## src/include/pmic_irq_defines.vh

```
/*
  Offsets, field positions, reset values and timing counts of the
  interrupt and protection block.
  Assumes a 40 MHz system clock and a 32-bit APB register bus.
*/
`ifndef PMIC_IRQ_DEFINES_VH
`define PMIC_IRQ_DEFINES_VH

// ************************************************************
// Register byte offsets
// ************************************************************
`define OFS_INT_TOP       12'h000
`define OFS_INT_BUCK      12'h004
`define OFS_INT_LDO       12'h008
`define OFS_MASK_TOP      12'h00C
`define OFS_MASK_BUCK     12'h010
`define OFS_MASK_LDO      12'h014
`define OFS_STAT          12'h018
`define OFS_CTRL          12'h01C
`define OFS_RESET         12'h020

// ************************************************************
// Top flag field positions (INT_TOP, MASK_TOP)
// ************************************************************
`define B_HOT_WARN        0
`define B_OVERTEMP        1
`define B_OVERVOLT        2
`define B_PIN_OK          3
`define B_CLK_CHANGE      4
`define B_MEAS_READY      5
`define B_RESET_OCC       6
`define B_BUCK_SUM        7
`define B_LDO_SUM         8

// Per-regulator fields: curlim [1:0], short [3:2], output ok [5:4].
`define B_CURLIM          0
`define B_SHORT           2
`define B_OUT_OK          4
// Mask fields: curlim [1:0], rise [3:2], fall [5:4].
`define B_RISE            2
`define B_FALL            4

// Status fields.
`define B_ST_BUCK_CL      0
`define B_ST_LDO_CL       2
`define B_ST_BUCK_OK      4
`define B_ST_LDO_OK       6
`define B_ST_HOT          8
`define B_ST_OVERTEMP     9
`define B_ST_OVERVOLT     10
`define B_ST_PIN_OK       11
`define B_ST_CLK          12

// Control fields.
`define B_POLARITY        0
`define B_CLKDET_EN       1

// ************************************************************
// Reset values
// ************************************************************
`define RST_MASK_TOP      9'h000
`define RST_MASK_REG      6'h00
`define RST_CTRL          2'h0

// ************************************************************
// Timing
// ************************************************************
`define CLK_HZ            40000000
`define SHORT_WAIT_US     1000
`define SHORT_WAIT_CYC    ((`CLK_HZ / 1000000) * `SHORT_WAIT_US)

`endif

```

## src/hw/short_detector.v

```verilog
/*
  Short-circuit detector for one regulator output.
  Assumes the low-output comparator and enable are already synchronised.
*/
`timescale 1ns/1ps

module short_detector #(
  parameter WAIT_CYCLES = 40000
) (
  // Clock and reset.
  input  wire clock,
  input  wire rst,
  // Regulator view.
  input  wire enabled,
  input  wire output_low,
  // Result.
  output reg  short_pulse
);

  reg [15:0] count;

  // One timer covers both cases: low since enable and low during
  // operation both need a full millisecond of being low before tripping.
  always @(posedge clock or posedge rst) begin
    if (rst) begin
      count       <= 16'h0000;
      short_pulse <= 1'b0;
    end else begin
      short_pulse <= 1'b0;
      if (!enabled || !output_low) begin
        count <= 16'h0000;
      end else if (count == WAIT_CYCLES[15:0] - 16'h0001) begin
        count       <= 16'h0000;
        short_pulse <= 1'b1;
      end else begin
        count <= count + 16'h0001;
      end
    end
  end

endmodule // short_detector

```

## src/hw/pmic_protection_interrupts.v

```verilog
/*
  Interrupt and protection logic of a dual buck / dual LDO power manager:
  sticky flags, masks, status, interrupt pin and shutdowns, over APB.
  Assumes asynchronous event inputs, synchronised here; the nonvolatile
  reset mask is a level from outside.
*/
`timescale 1ns/1ps
`include "pmic_irq_defines.vh"

// Overview of operation
// - Any protection or warning event sets its flag and, unless masked, pulls the pin low.
// - Interrupt pin stays low while any unmasked flag is pending.
// - Undervoltage or soft reset sets reset-occurred flag on next start unless masked; fault shutdown does not.
// - Reset mask comes from nonvolatile level at reset; writes ignored.
// - Buck current limit flag, maskable, live status, sticks while active.
// - LDO current limit flag, maskable, live status, sticks while active.
// - Buck low after one millisecond disables buck, sets short flag.
// - LDO low after one millisecond disables LDO, sets short flag.
// - Hot warning flag maskable, live status, sticks while hot.
// - Overtemperature disables all, outputs low, unmaskable sticky flag.
// - Supply overvoltage disables all, outputs low, unmaskable flag.
// - Buck output ok flag on both edges, separate masks, live status.
// - LDO output ok flag on both edges, separate masks, live status.
// - Power ok pin falling to inactive sets maskable flag; status shows.
// - Polarity inverts only the physical pin, not status or flag.
// - External clock appearing or vanishing sets maskable flag, status.
// - Detector enabled without clock raises the clock change flag.
// - Measurement done sets a maskable flag with no status.
// - Undervoltage lockout is the reset input; registers default, reset flag set unless masked.
// - On rising supply registers default and reset flag set unless masked.
// - Soft reset shuts down, restarts with defaults, sets reset flag unless masked.
// - Writing one to soft reset bit requests it; bit self-clears.

module pmic_protection_interrupts (
  // Clock and undervoltage lockout reset.
  input  wire        clock,
  input  wire        rst,
  // APB slave.
  input  wire        psel,
  input  wire        penable,
  input  wire        pwrite,
  input  wire [11:0] paddr,
  input  wire [31:0] pwdata,
  output reg  [31:0] prdata,
  output reg         pready,
  output reg         pslverr,
  // Event inputs from analog monitors.
  input  wire [1:0]  buck_curlim_in,
  input  wire [1:0]  ldo_curlim_in,
  input  wire [1:0]  buck_low_in,
  input  wire [1:0]  ldo_low_in,
  input  wire [1:0]  buck_ok_in,
  input  wire [1:0]  ldo_ok_in,
  input  wire        hot_in,
  input  wire        overtemp_in,
  input  wire        overvolt_in,
  input  wire        power_ok_in,
  input  wire        sync_clock_in,
  input  wire        meas_done_in,
  input  wire        reset_mask_nv,
  // Regulator requests and enables.
  input  wire [1:0]  buck_enable_req,
  input  wire [1:0]  ldo_enable_req,
  input  wire        gpo_req_1,
  input  wire        gpo_req_2,
  output reg  [1:0]  buck_enable,
  output reg  [1:0]  ldo_enable,
  output reg         general_output_1,
  output reg         general_output_2,
  // Pins.
  output reg         power_ok_pin,
  output reg         irq_out_n,
  output reg         soft_reset_out
);

  // ************************************************************
  // Input synchronisers
  // ************************************************************
  localparam NSYNC = 20;
  wire [NSYNC-1:0] raw = {meas_done_in, sync_clock_in, power_ok_in,
                          overvolt_in, overtemp_in, hot_in, ldo_ok_in,
                          buck_ok_in, ldo_low_in, buck_low_in,
                          ldo_curlim_in, buck_curlim_in};
  reg  [NSYNC-1:0] sync_a;
  reg  [NSYNC-1:0] sync_b;
  reg  [NSYNC-1:0] last;

  // Two stages; only the second stage and its delayed copy are used.
  always @(posedge clock or posedge rst) begin
    if (rst) begin
      sync_a <= 20'h00000;
      sync_b <= 20'h00000;
      last   <= 20'h00000;
    end else begin
      sync_a <= raw;
      sync_b <= sync_a;
      last   <= sync_b;
    end
  end

  wire [1:0] b_cl   = sync_b[1:0];
  wire [1:0] l_cl   = sync_b[3:2];
  wire [1:0] b_low  = sync_b[5:4];
  wire [1:0] l_low  = sync_b[7:6];
  wire [1:0] b_ok   = sync_b[9:8];
  wire [1:0] l_ok   = sync_b[11:10];
  wire       hot    = sync_b[12];
  wire       otemp  = sync_b[13];
  wire       ovolt  = sync_b[14];
  wire       pok    = sync_b[15];
  wire       sclk   = sync_b[16];
  wire       meas   = sync_b[17] & ~last[17];
  wire [1:0] b_rise = b_ok & ~last[9:8];
  wire [1:0] b_fall = ~b_ok & last[9:8];
  wire [1:0] l_rise = l_ok & ~last[11:10];
  wire [1:0] l_fall = ~l_ok & last[11:10];
  wire       pok_fall = ~pok & last[15];

  // ************************************************************
  // External clock detector
  // ************************************************************
  // A clock is present when an edge came within 64 cycles; the link
  // clock runs at 5 MHz, so 8 cycles per period is well inside that.
  reg [5:0] clk_idle;
  reg       clk_present;
  reg       clk_present_d;
  always @(posedge clock or posedge rst) begin
    if (rst) begin
      clk_idle      <= 6'h00;
      clk_present   <= 1'b0;
      clk_present_d <= 1'b0;
    end else begin
      clk_present_d <= clk_present;
      if (sclk != last[16]) begin
        clk_idle    <= 6'h00;
        clk_present <= 1'b1;
      end else if (clk_idle == 6'h3F) begin
        clk_present <= 1'b0;
      end else begin
        clk_idle <= clk_idle + 6'h01;
      end
    end
  end

  // ************************************************************
  // Registers and APB
  // ************************************************************
  reg  [8:0] mask_top;
  reg  [5:0] mask_buck;
  reg  [5:0] mask_ldo;
  reg  [1:0] ctrl;
  reg        reset_mask;
  reg        reset_mask_loaded;
  reg  [6:0] flag_top;
  reg  [5:0] flag_buck;
  reg  [5:0] flag_ldo;

  wire wr = psel & penable & pwrite & pready;

  wire hit = (paddr[11:2] <= 10'h008) && (paddr[1:0] == 2'b00);
  wire w_top  = wr && paddr == `OFS_INT_TOP;
  wire w_buck = wr && paddr == `OFS_INT_BUCK;
  wire w_ldo  = wr && paddr == `OFS_INT_LDO;
  wire [6:0] clr_top  = w_top  ? pwdata[6:0] : 7'h00;
  wire [5:0] clr_buck = w_buck ? pwdata[5:0] : 6'h00;
  wire [5:0] clr_ldo  = w_ldo  ? pwdata[5:0] : 6'h00;

  // Mask and control writes; the reset mask is not writable.
  always @(posedge clock or posedge rst) begin
    if (rst) begin
      mask_top  <= `RST_MASK_TOP;
      mask_buck <= `RST_MASK_REG;
      mask_ldo  <= `RST_MASK_REG;
      ctrl      <= `RST_CTRL;
    end else if (wr) begin
      if (paddr == `OFS_MASK_TOP)
        mask_top  <= pwdata[8:0];
      if (paddr == `OFS_MASK_BUCK)
        mask_buck <= pwdata[5:0];
      if (paddr == `OFS_MASK_LDO)
        mask_ldo  <= pwdata[5:0];
      if (paddr == `OFS_CTRL)
        ctrl      <= pwdata[1:0];
    end
  end

  // Nonvolatile mask is taken once after release of reset.
  always @(posedge clock or posedge rst) begin
    if (rst) begin
      reset_mask        <= 1'b0;
      reset_mask_loaded <= 1'b0;
    end else if (!reset_mask_loaded) begin
      reset_mask        <= reset_mask_nv;
      reset_mask_loaded <= 1'b1;
    end
  end

  // ************************************************************
  // Sticky flags
  // ************************************************************
  // Set wins over clear everywhere; a live level keeps its flag up.
  wire [1:0] b_short;
  wire [1:0] l_short;
  wire [6:0] set_top;
  assign set_top[`B_HOT_WARN]   = hot;
  assign set_top[`B_OVERTEMP]   = otemp;
  assign set_top[`B_OVERVOLT]   = ovolt;
  assign set_top[`B_PIN_OK]     = pok_fall;
  assign set_top[`B_CLK_CHANGE] = (clk_present ^ clk_present_d) |
                                  (ctrl[`B_CLKDET_EN] & ~clk_present);
  assign set_top[`B_MEAS_READY] = meas;
  assign set_top[`B_RESET_OCC]  = 1'b0; // Set at start-up below.
  wire [5:0] set_buck = {b_rise | b_fall, b_short, b_cl};
  wire [5:0] set_ldo  = {l_rise | l_fall, l_short, l_cl};

  // Start-up flag: set on the second cycle after reset when not masked,
  // which covers power-on, undervoltage recovery and soft reset.
  reg startup_done;
  always @(posedge clock or posedge rst) begin
    if (rst) begin
      flag_top     <= 7'h00;
      flag_buck    <= 6'h00;
      flag_ldo     <= 6'h00;
      startup_done <= 1'b0;
    end else begin
      startup_done <= reset_mask_loaded;
      flag_top  <= (flag_top & ~clr_top) | set_top;
      flag_buck <= (flag_buck & ~clr_buck) | set_buck;
      flag_ldo  <= (flag_ldo & ~clr_ldo) | set_ldo;
      if (reset_mask_loaded && !startup_done && !reset_mask)
        flag_top[`B_RESET_OCC] <= 1'b1;
    end
  end

  // Per-edge masks turn into one enable per output-ok flag.
  reg [1:0] b_ok_src;
  reg [1:0] l_ok_src;
  always @(posedge clock or posedge rst) begin
    if (rst) begin
      b_ok_src <= 2'b00;
      l_ok_src <= 2'b00;
    end else begin
      b_ok_src <= (b_rise & ~mask_buck[3:2]) | (b_fall & ~mask_buck[5:4]) |
                  (b_ok_src & ~(clr_buck[5:4] & ~(b_rise | b_fall)));
      l_ok_src <= (l_rise & ~mask_ldo[3:2]) | (l_fall & ~mask_ldo[5:4]) |
                  (l_ok_src & ~(clr_ldo[5:4] & ~(l_rise | l_fall)));
    end
  end

  // ************************************************************
  // Short detectors, one per regulator
  // ************************************************************
  genvar g;
  generate
    for (g = 0; g < 4; g = g + 1) begin : shorts
      wire en_g  = (g < 2) ? buck_enable[g % 2] : ldo_enable[g % 2];
      wire low_g = (g < 2) ? b_low[g % 2] : l_low[g % 2];
      wire pulse_g;
      short_detector #(
        .WAIT_CYCLES (`SHORT_WAIT_CYC)
      ) u_short (
        .clock       (clock),
        .rst         (rst),
        .enabled     (en_g),
        .output_low  (low_g),
        .short_pulse (pulse_g)
      );
      if (g < 2) begin : b
        assign b_short[g] = pulse_g;
      end else begin : l
        assign l_short[g - 2] = pulse_g;
      end
    end
  endgenerate

  // ************************************************************
  // Interrupt pin and summaries
  // ************************************************************
  wire buck_pending = |flag_buck;
  wire ldo_pending  = |flag_ldo;
  wire top_any = |(flag_top & ~{1'b0, mask_top[5:4], mask_top[3], 2'b00,
                                mask_top[0]});
  wire reg_any = |(flag_buck[1:0] & ~mask_buck[1:0]) | |flag_buck[3:2] |
                 |b_ok_src | |(flag_ldo[1:0] & ~mask_ldo[1:0]) |
                 |flag_ldo[3:2] | |l_ok_src;

  // Pin is low while any unmasked flag is pending.
  always @(posedge clock or posedge rst) begin
    if (rst) begin
      irq_out_n <= 1'b1;
    end else begin
      irq_out_n <= ~(top_any | reg_any);
    end
  end

  // ************************************************************
  // Protection actions and power ok pin
  // ************************************************************
  // Shutdown paths override requests at once; a short latches off that
  // regulator until software clears the short flag.
  wire all_off = otemp | ovolt;
  always @(posedge clock or posedge rst) begin
    if (rst) begin
      buck_enable      <= 2'b00;
      ldo_enable       <= 2'b00;
      general_output_1 <= 1'b0;
      general_output_2 <= 1'b0;
      power_ok_pin     <= 1'b0;
    end else begin
      buck_enable <= all_off ? 2'b00 :
                     buck_enable_req & ~flag_buck[3:2] & ~b_short;
      ldo_enable  <= all_off ? 2'b00 :
                     ldo_enable_req & ~flag_ldo[3:2] & ~l_short;
      general_output_1 <= gpo_req_1 & ~all_off;
      general_output_2 <= gpo_req_2 & ~all_off;
      power_ok_pin <= pok ^ ctrl[`B_POLARITY];
    end
  end

  // ************************************************************
  // Soft reset request
  // ************************************************************
  // One-cycle request pulse; the bit never stores a one.
  always @(posedge clock or posedge rst) begin
    if (rst) begin
      soft_reset_out <= 1'b0;
    end else begin
      soft_reset_out <= wr && paddr == `OFS_RESET && pwdata[0];
    end
  end

  // ************************************************************
  // APB read and handshake
  // ************************************************************
  wire [12:0] status = {clk_present, pok, ovolt, otemp, hot,
                        l_ok, b_ok, l_cl, b_cl};
  reg  [31:0] rdata;
  always @* begin
    rdata = 32'h00000000;
    case (paddr)
      `OFS_INT_TOP:   rdata = {23'h0, ldo_pending, buck_pending, flag_top};
      `OFS_INT_BUCK:  rdata = {26'h0, flag_buck};
      `OFS_INT_LDO:   rdata = {26'h0, flag_ldo};
      `OFS_MASK_TOP:  rdata = {23'h0, mask_top[8:7], reset_mask,
                               mask_top[5:0]};
      `OFS_MASK_BUCK: rdata = {26'h0, mask_buck};
      `OFS_MASK_LDO:  rdata = {26'h0, mask_ldo};
      `OFS_STAT:      rdata = {19'h0, status};
      `OFS_CTRL:      rdata = {30'h0, ctrl};
      default:        rdata = 32'h00000000;
    endcase
  end

  // One wait state: pready is high in the second access cycle.
  always @(posedge clock or posedge rst) begin
    if (rst) begin
      prdata  <= 32'h00000000;
      pready  <= 1'b0;
      pslverr <= 1'b0;
    end else begin
      pready  <= psel & penable & ~pready;
      pslverr <= psel & penable & ~pready & ~hit;
      if (psel & penable & ~pready & ~pwrite)
        prdata <= rdata;
    end
  end

endmodule // pmic_protection_interrupts

```

## config.mk

```make
export PLATFORM = sky130hd
export DESIGN_NAME = pmic_protection_interrupts
export DESIGN_NICKNAME = d
export VERILOG_FILES = /design/src/hw/short_detector.v /design/src/hw/pmic_protection_interrupts.v
export VERILOG_INCLUDE_DIRS = /design/src /design/src/include
export SDC_FILE = /design/constraint.sdc
export NUM_CORES = 1
export LEC_CHECK = 0
export BUFFER_PORTS_ARGS = -buffer_cell sky130_fd_sc_hd__buf_2
export CAP_MARGIN = 20
export CORE_MARGIN = 10
export CORE_UTILIZATION = 52
export CTS_CLUSTER_SIZE = 30
export DETAILED_ROUTE_END_ITERATION = 6
export GPL_ROUTABILITY_DRIVEN = 1
export GPL_TIMING_DRIVEN = 0
export PLACE_DENSITY = 0.85
export SLEW_MARGIN = 0
export SYNTH_ARGS = -nofsm -noshare
export SYNTH_HDL_FRONTEND = slang
export SYNTH_HIERARCHICAL = 1
export SYNTH_SLANG_ARGS = --single-unit
```

## constraint.sdc

```tcl
create_clock -name clock -period 3.6 [get_ports clock]
set_clock_uncertainty 0.1 [all_clocks]
set_input_delay 0.36 -clock clock [delete_from_list [all_inputs] [get_ports clock]]
set_output_delay 0.36 -clock clock [all_outputs]
set_load 0.05 [all_outputs]
```

**Yosys cells after proc, flatten, opt, wreduce, memory -nomap -nowiden**

Cells that the tools add are included.

- Bits in registers: 222
- Bits of input ports: 74
- Output and inout bits: 43
- Logic and storage cells: 204

- Add/subtract/negate cells: 5
- $lt $le $gt $ge: 1
- Eq/ne operators: 15
- Mux-type cells: 27
- Bitwise gates (word level): 82
- Reduce and logical (&&, ||, !) cells: 38

Operator list:

| operator | number |
|---|---|
| 16-bit 2-to-1 mux | 8 |
| 13-bit one-hot mux with 8 select lines | 1 |
| 16-bit by 1-bit adder with 16-bit output (second input constant) | 4 |
| 16-bit equality test (second input constant) | 4 |
| 12-bit by 5-bit equality test with 1-bit output (second input constant) | 4 |
| 2-bit AND | 18 |
| 2-bit inverter | 18 |
| 12-bit by 4-bit equality test with 1-bit output (second input constant) | 2 |
| 6-bit 2-to-1 mux | 4 |
| 7-bit AND | 2 |
| 6-bit AND | 2 |
| 12-bit by 3-bit equality test with 1-bit output (second input constant) | 1 |
| 12-bit by 6-bit equality test with 1-bit output (second input constant) | 1 |
| 12-bit zero test | 1 |
| 6-bit inverter | 2 |
| 2-bit OR | 6 |
| 6-bit OR | 2 |
| 2-bit OR reduction | 6 |
| 6-bit OR reduction | 2 |
| 1-bit AND | 11 |
| 1-bit 2-to-1 mux | 11 |
| 10-bit by 4-bit <= comparator with 1-bit output (second input constant) | 1 |
| 1-bit zero test | 10 |
| 1-bit logical AND | 8 |
| 17 further kinds | 39 |

**Depth between registers and ports, before layout**

- Word-level depth: 10
- Gate-level depth with buffers: 6
- Mapped depth without buffers: 5

**Modules after synthesis**

Netlist, hierarchy kept.

By module, submodules not included:

| module | times used | cells each | area each (um^2) | sequential area each (um^2) |
|---|---|---|---|---|
| pmic_protection_interrupts | 1 | 414 | 5196.2 | 3079.2 |
| short_detector | 4 | 85 | 850.8 | 425.4 |

**Worst setup path after synthesis**

Ideal clock, no wire load.

- Path kind: reg-to-reg
- Start: register pready
- End: register l_ok_src[0]
- Data arrival time: 1.989 ns
- Required time: 3.374 ns
- Setup slack: 1.385 ns
- Cell stages (with the launch flop): 5
- Cell sequence: dfrtp_1 > nand4_1 > nor4_4 > nand3_1 > a221o_1

- Word-level cells in the longest chain between the ends: 7

Ends and longest elaborated chain:

| what | RTL line | RTL |
|---|---|---|
| from (decl) | pmic_protection_interrupts.v:45 | `output reg pready,` |
| from (signal assigned) | pmic_protection_interrupts.v:361 | `pready <= psel & penable & ~pready;` |
| 1-bit AND | pmic_protection_interrupts.v:158 | `wire wr = psel & penable & pwrite & pready;` |
| 1-bit logical AND (no source line) | n/a |  |
| 6-bit 2-to-1 mux | pmic_protection_interrupts.v:166 | `wire [5:0] clr_ldo = w_ldo ? pwdata[5:0] : 6'h00;` |
| 2-bit AND | pmic_protection_interrupts.v:246 | `(l_ok_src & ~(clr_ldo[5:4] & ~(l_rise \| l_fall)));` |
| 2-bit inverter | pmic_protection_interrupts.v:246 |  |
| 2-bit AND | pmic_protection_interrupts.v:246 |  |
| 2-bit OR | pmic_protection_interrupts.v:245 | `l_ok_src <= (l_rise & ~mask_ldo[3:2]) \| (l_fall & ~mask_ldo[5:4]) \|` |
| to (signal assigned) | pmic_protection_interrupts.v:245 |  |
| to (decl) | pmic_protection_interrupts.v:237 | `reg [1:0] l_ok_src;` |

No other way between the ends.
A chain may end at the register's enable or synchronous reset.

**Worst setup path in the final report**

- Start: input paddr[2]
- End: register flag_buck[1]

- Word-level cells in the longest chain between the ends: 6

Ends and longest elaborated chain:

| what | RTL line | RTL |
|---|---|---|
| from (decl) | pmic_protection_interrupts.v:42 | `input wire [11:0] paddr,` |
| 12-bit by 3-bit equality test with 1-bit output | n/a |  |
| 1-bit logical AND (no source line) | n/a |  |
| 6-bit 2-to-1 mux | pmic_protection_interrupts.v:165 | `wire [5:0] clr_buck = w_buck ? pwdata[5:0] : 6'h00;` |
| 6-bit inverter | pmic_protection_interrupts.v:228 | `flag_buck <= (flag_buck & ~clr_buck) \| set_buck;` |
| 6-bit AND | pmic_protection_interrupts.v:228 |  |
| 6-bit OR | pmic_protection_interrupts.v:228 |  |
| to (signal assigned) | pmic_protection_interrupts.v:228 |  |
| to (decl) | pmic_protection_interrupts.v:155 | `reg [5:0] flag_buck;` |

No other way between the ends.

==> impl_metrics.json <==
{
  "outcome": "finished clean",
  "gr-total-overflow": 0,
  "grt_antenna_before_repair": 0,
  "first_global_vias": 6186,
  "p_total_uw": 4500,
  "finalSetupViolations": 0,
  "drc": 0,
  "critPathRequiredTime_ns": 3.81,
  "post_cts_buffers": 0,
  "first_pass_iters": 6,
  "io_pins": 117,
  "path_cells": "buf_2 > buf_2 > nor4b_1 > nor4b_4 > a21oi_1 > or2_2",
  "hold_viol_final": 0,
  "cp_slowest_cell": "nor4b_4",
  "cts_buffer_depth": 2,
  "design.core.area_sq_mm": 0.01606,
  "yosysTopAreaCell": "dfrtp_1",
  "vdd_drop_max_mv": 0.3517,
  "avgSynthCellArea_sq_um": 11.41,
  "via_count": 6180,
  "synthFlopType": "dfrtp_1",
  "p_per_area_mw_per_mm2": 441.7,
  "syn_inst": 754,
  "drv_slew": 0,
  "synth-seq-cells": 191,
  "rows": 46,
  "rsz0062_at_grt": "no",
  "fin_tns_setup_ns": 0,
  "critPathMaxStageDelay_ns": 0.66,
  "end_kind": "flop",
  "dieArea_sq_mm": 0.02208,
  "synth_area_sq_mm": 0.008599,
  "async_flop_share": 1.000,
  "yosys_warnings": 6,
  "cts_max_level": 4,
  "clock.fmax_mhz": 458.8,
  "clk_pin_slew_ns": 0.06,
  "drt_wl_total_microns": 19540,
  "area_delta_synth_final_pct": 18.46,
  "cellLeakagePower_uw": 0.004462,
  "worst_pin_slew_ns": 0.8624,
  "fp.dieW_microns": 148.6,
  "insertion_delay_ns": 0.43,
  "grt_pass1_wl_microns": 32100,
  "critPathLaunchType": "input pin",
  "viasPerCell": 5.538,
  "dr.first_iter.drc_count": 584,
  "io_buffers": 74,
  "antenna_cells": 0,
  "final_cells": 1116,
  "synth.top_cell.area_share": 0.5529,
  "cts_made_buffers": 17,
  "routabilityCongestion": 0.9417,
  "cts_tree": "done",
  "cts_sinks": 191,
  "crit_fanout": 10,
  "ys_seq_area_frac": 0.5559,
  "wire_per_inst_microns": 17.51,
  "drv_cap": 0,
  "fp.dieH_microns": 148.6,
  "layout-drive-gt1-share": 0.2278,
  "synth.area.top_cells": "dfrtp_1 (55%), xnor2_1 (4.7%), nor2_1 (3.4%)",
  "worst_path_most_repeated_cell": "buf_2",
  "cts-root-buf": "clkbuf_16",
  "detailed_place_hpwl_microns": 13670,
  "fin_crit_ns": 2.180,
  "min_path_type": "in -> reg",
  "ys_types": 67,
  "place_inst": 1065,
  "ant_nets": 0,
  "relSlewSlack": 0.4198,
  "cts_resized": 0,
  "finalNetCount": 974,
  "critPathArrivalTime_ns": 2.39,
  "period_share": 0.6054,
  "critPathKind": "in -> reg",
  "gr-usage-all-layers": 0.1808,
  "grt_max_degree": 43,
  "synth_edf_count": 0,
  "initial_utilization": 0.5355
}
logic make-up after synthesis:
| kind of cell | share of synthesized area |
|---|---|
| AO/OA/AOI/OAI | 0.07042 |
| multiplexers | 0.05063 |
| flip-flops | 0.5559 |
| adder cells (fa/ha/maj) | 0.01892 |
| AND/OR/NAND/NOR | 0.1939 |
| XOR/XNOR | 0.05703 |
| buffers and inverters | 0.05223 |
| other | 0.0008733 |
stage by stage:
stage / util / setup WS (ns) / cell area [sq um] / hold WS, ns
after CTS: 0.6344 / 1.435 / 10190 / 0.06366
after global routing: 0.6344 / 1.318 / 10190 / 0.06884
after floorplan: - / 1.385 / 8671 / 0.1861
after global placement: 0.5799 / 0.8317 / 9311 / 0.2318
after detailed placement: 0.5836 / 1.042 / 9371 / 0.2347
final: 0.6344 / 1.420 / 10190 / 0.07613
area by class of cell:
cell class / instances / area (sq um)
buffer: 37 / 287.8
clock buffer: 23 / 467.9
clock inverter: 9 / 157.7
fill: 1210 / 5871
inverter: 43 / 165.2
multi-input combinational: 501 / 3437
sequential: 191 / 4781
tap: 216 / 270.3
timing repair buffer: 96 / 620.6
power breakdown:
| part | total, uW | leakage, uW | internal (uW) | switching [uW] |
|---|---|---|---|---|
| clock | 1990 | 0.000286 | 1200 | 788 |
| combinational | 298 | 0.00174 | 105 | 193 |
| sequential | 2210 | 0.00244 | 2180 | 29.7 |
cell usage in the layout, fill, tap and decap left out, types with 14 or more instances in the layout:
cell           synthesis  final
buf_4                 20     20
nand4_1               29     29
nand3_1               28     28
inv_1                 43     42
dlygate4sd3_1          0     19
clkbuf_16              0     17
nand2_1               47     47
a21oi_1               16     16
conb_1                 2     20
buf_2                  1     75
a21o_1                14     14
nor3_1                16     16
mux2_2                25     25
dfrtp_1              190    190
xnor2_1               46     46
nor4_1                20     20
nor2_1                79     79
state kept, by name (all words and copies together) (netlist names), 2 cells and up:
register                    count
shorts.u_short/count           64
sync_a                         18
sync_b                         18
prdata                         13
mask_top                        8
flag_top                        7
last                            7
clk_idle                        6
flag_buck                       6
flag_ldo                        6
mask_buck                       6
mask_ldo                        6
shorts.u_short/short_pulse      4
b_ok_src                        2
buck_enable                     2
ctrl                            2
l_ok_src                        2
ldo_enable                      2
synth_stat cells, drive strengths merged, types with 5 or more instances:
cell type,instances
nand3,33
clkbuf,9
or4b,5
a21oi,16
xor2,10
nor2b,5
or3,5
a22o,9
buf,28
nor4,21
ha,13
nor3,18
or2,8
mux2,32
a32oi,5
xnor2,46
inv,43
nand2,48
nor2,91
dfrtp,190
nor4b,7
or4,7
nand4,29
a21o,14
routing by layer:
layer | wire length (microns) | vias up | GRT usage | share of wire
met5 | 0 | - | 0 | 0
met4 | 279 | 0 | 0.04906 | 0.014
met3 | 1661 | 25 | 0.05097 | 0.085
met2 | 9409 | 260 | 0.2942 | 0.48
met1 | 8192 | 3015 | 0.2313 | 0.42
li1 | - | 2880 | - | -
path summary, 6_finish.rpt:
| kind | cells past startpoint | slack [ns] | start | endpoint |
|---|---|---|---|---|
| worst min-delay path | 2 | 0.08 | reset_mask_nv | reset_mask$_DFFE_PP0N_ |
| min in group asynchronous | 3 | 0.45 | rst | sync_a[6]$_DFF_PP0_ |
| worst max register to register | 5 | 1.44 | shorts[3].u_short/count[6]$_DFF_PP0_ | shorts[3].u_short/count[14]$_DFF_PP0_ |
| max in group asynchronous | 5 | 2.15 | rst | flag_top[4]$_DFF_PP0_ |
| worst max-delay path | 6 | 1.42 | paddr[2] | flag_buck[1]$_DFF_PP0_ |
| worst min register to register | 0 | 0.25 | sync_a[16]$_DFF_PP0_ | sync_b[16]$_DFF_PP0_ |
worst max-delay path, delay by kind of cell:
family                 cells  cell delay (ns)
AND/OR/NAND/NOR            3             1.53
buffers and inverters      2             0.35
AO/OA/AOI/OAI              1             0.15
repair_timing:
action,in CTS,in global routing
hold buffers,19,0
setup endpoints to repair,0,0
hold endpoints to repair,102,0
(Power assumes the default switching activity.)
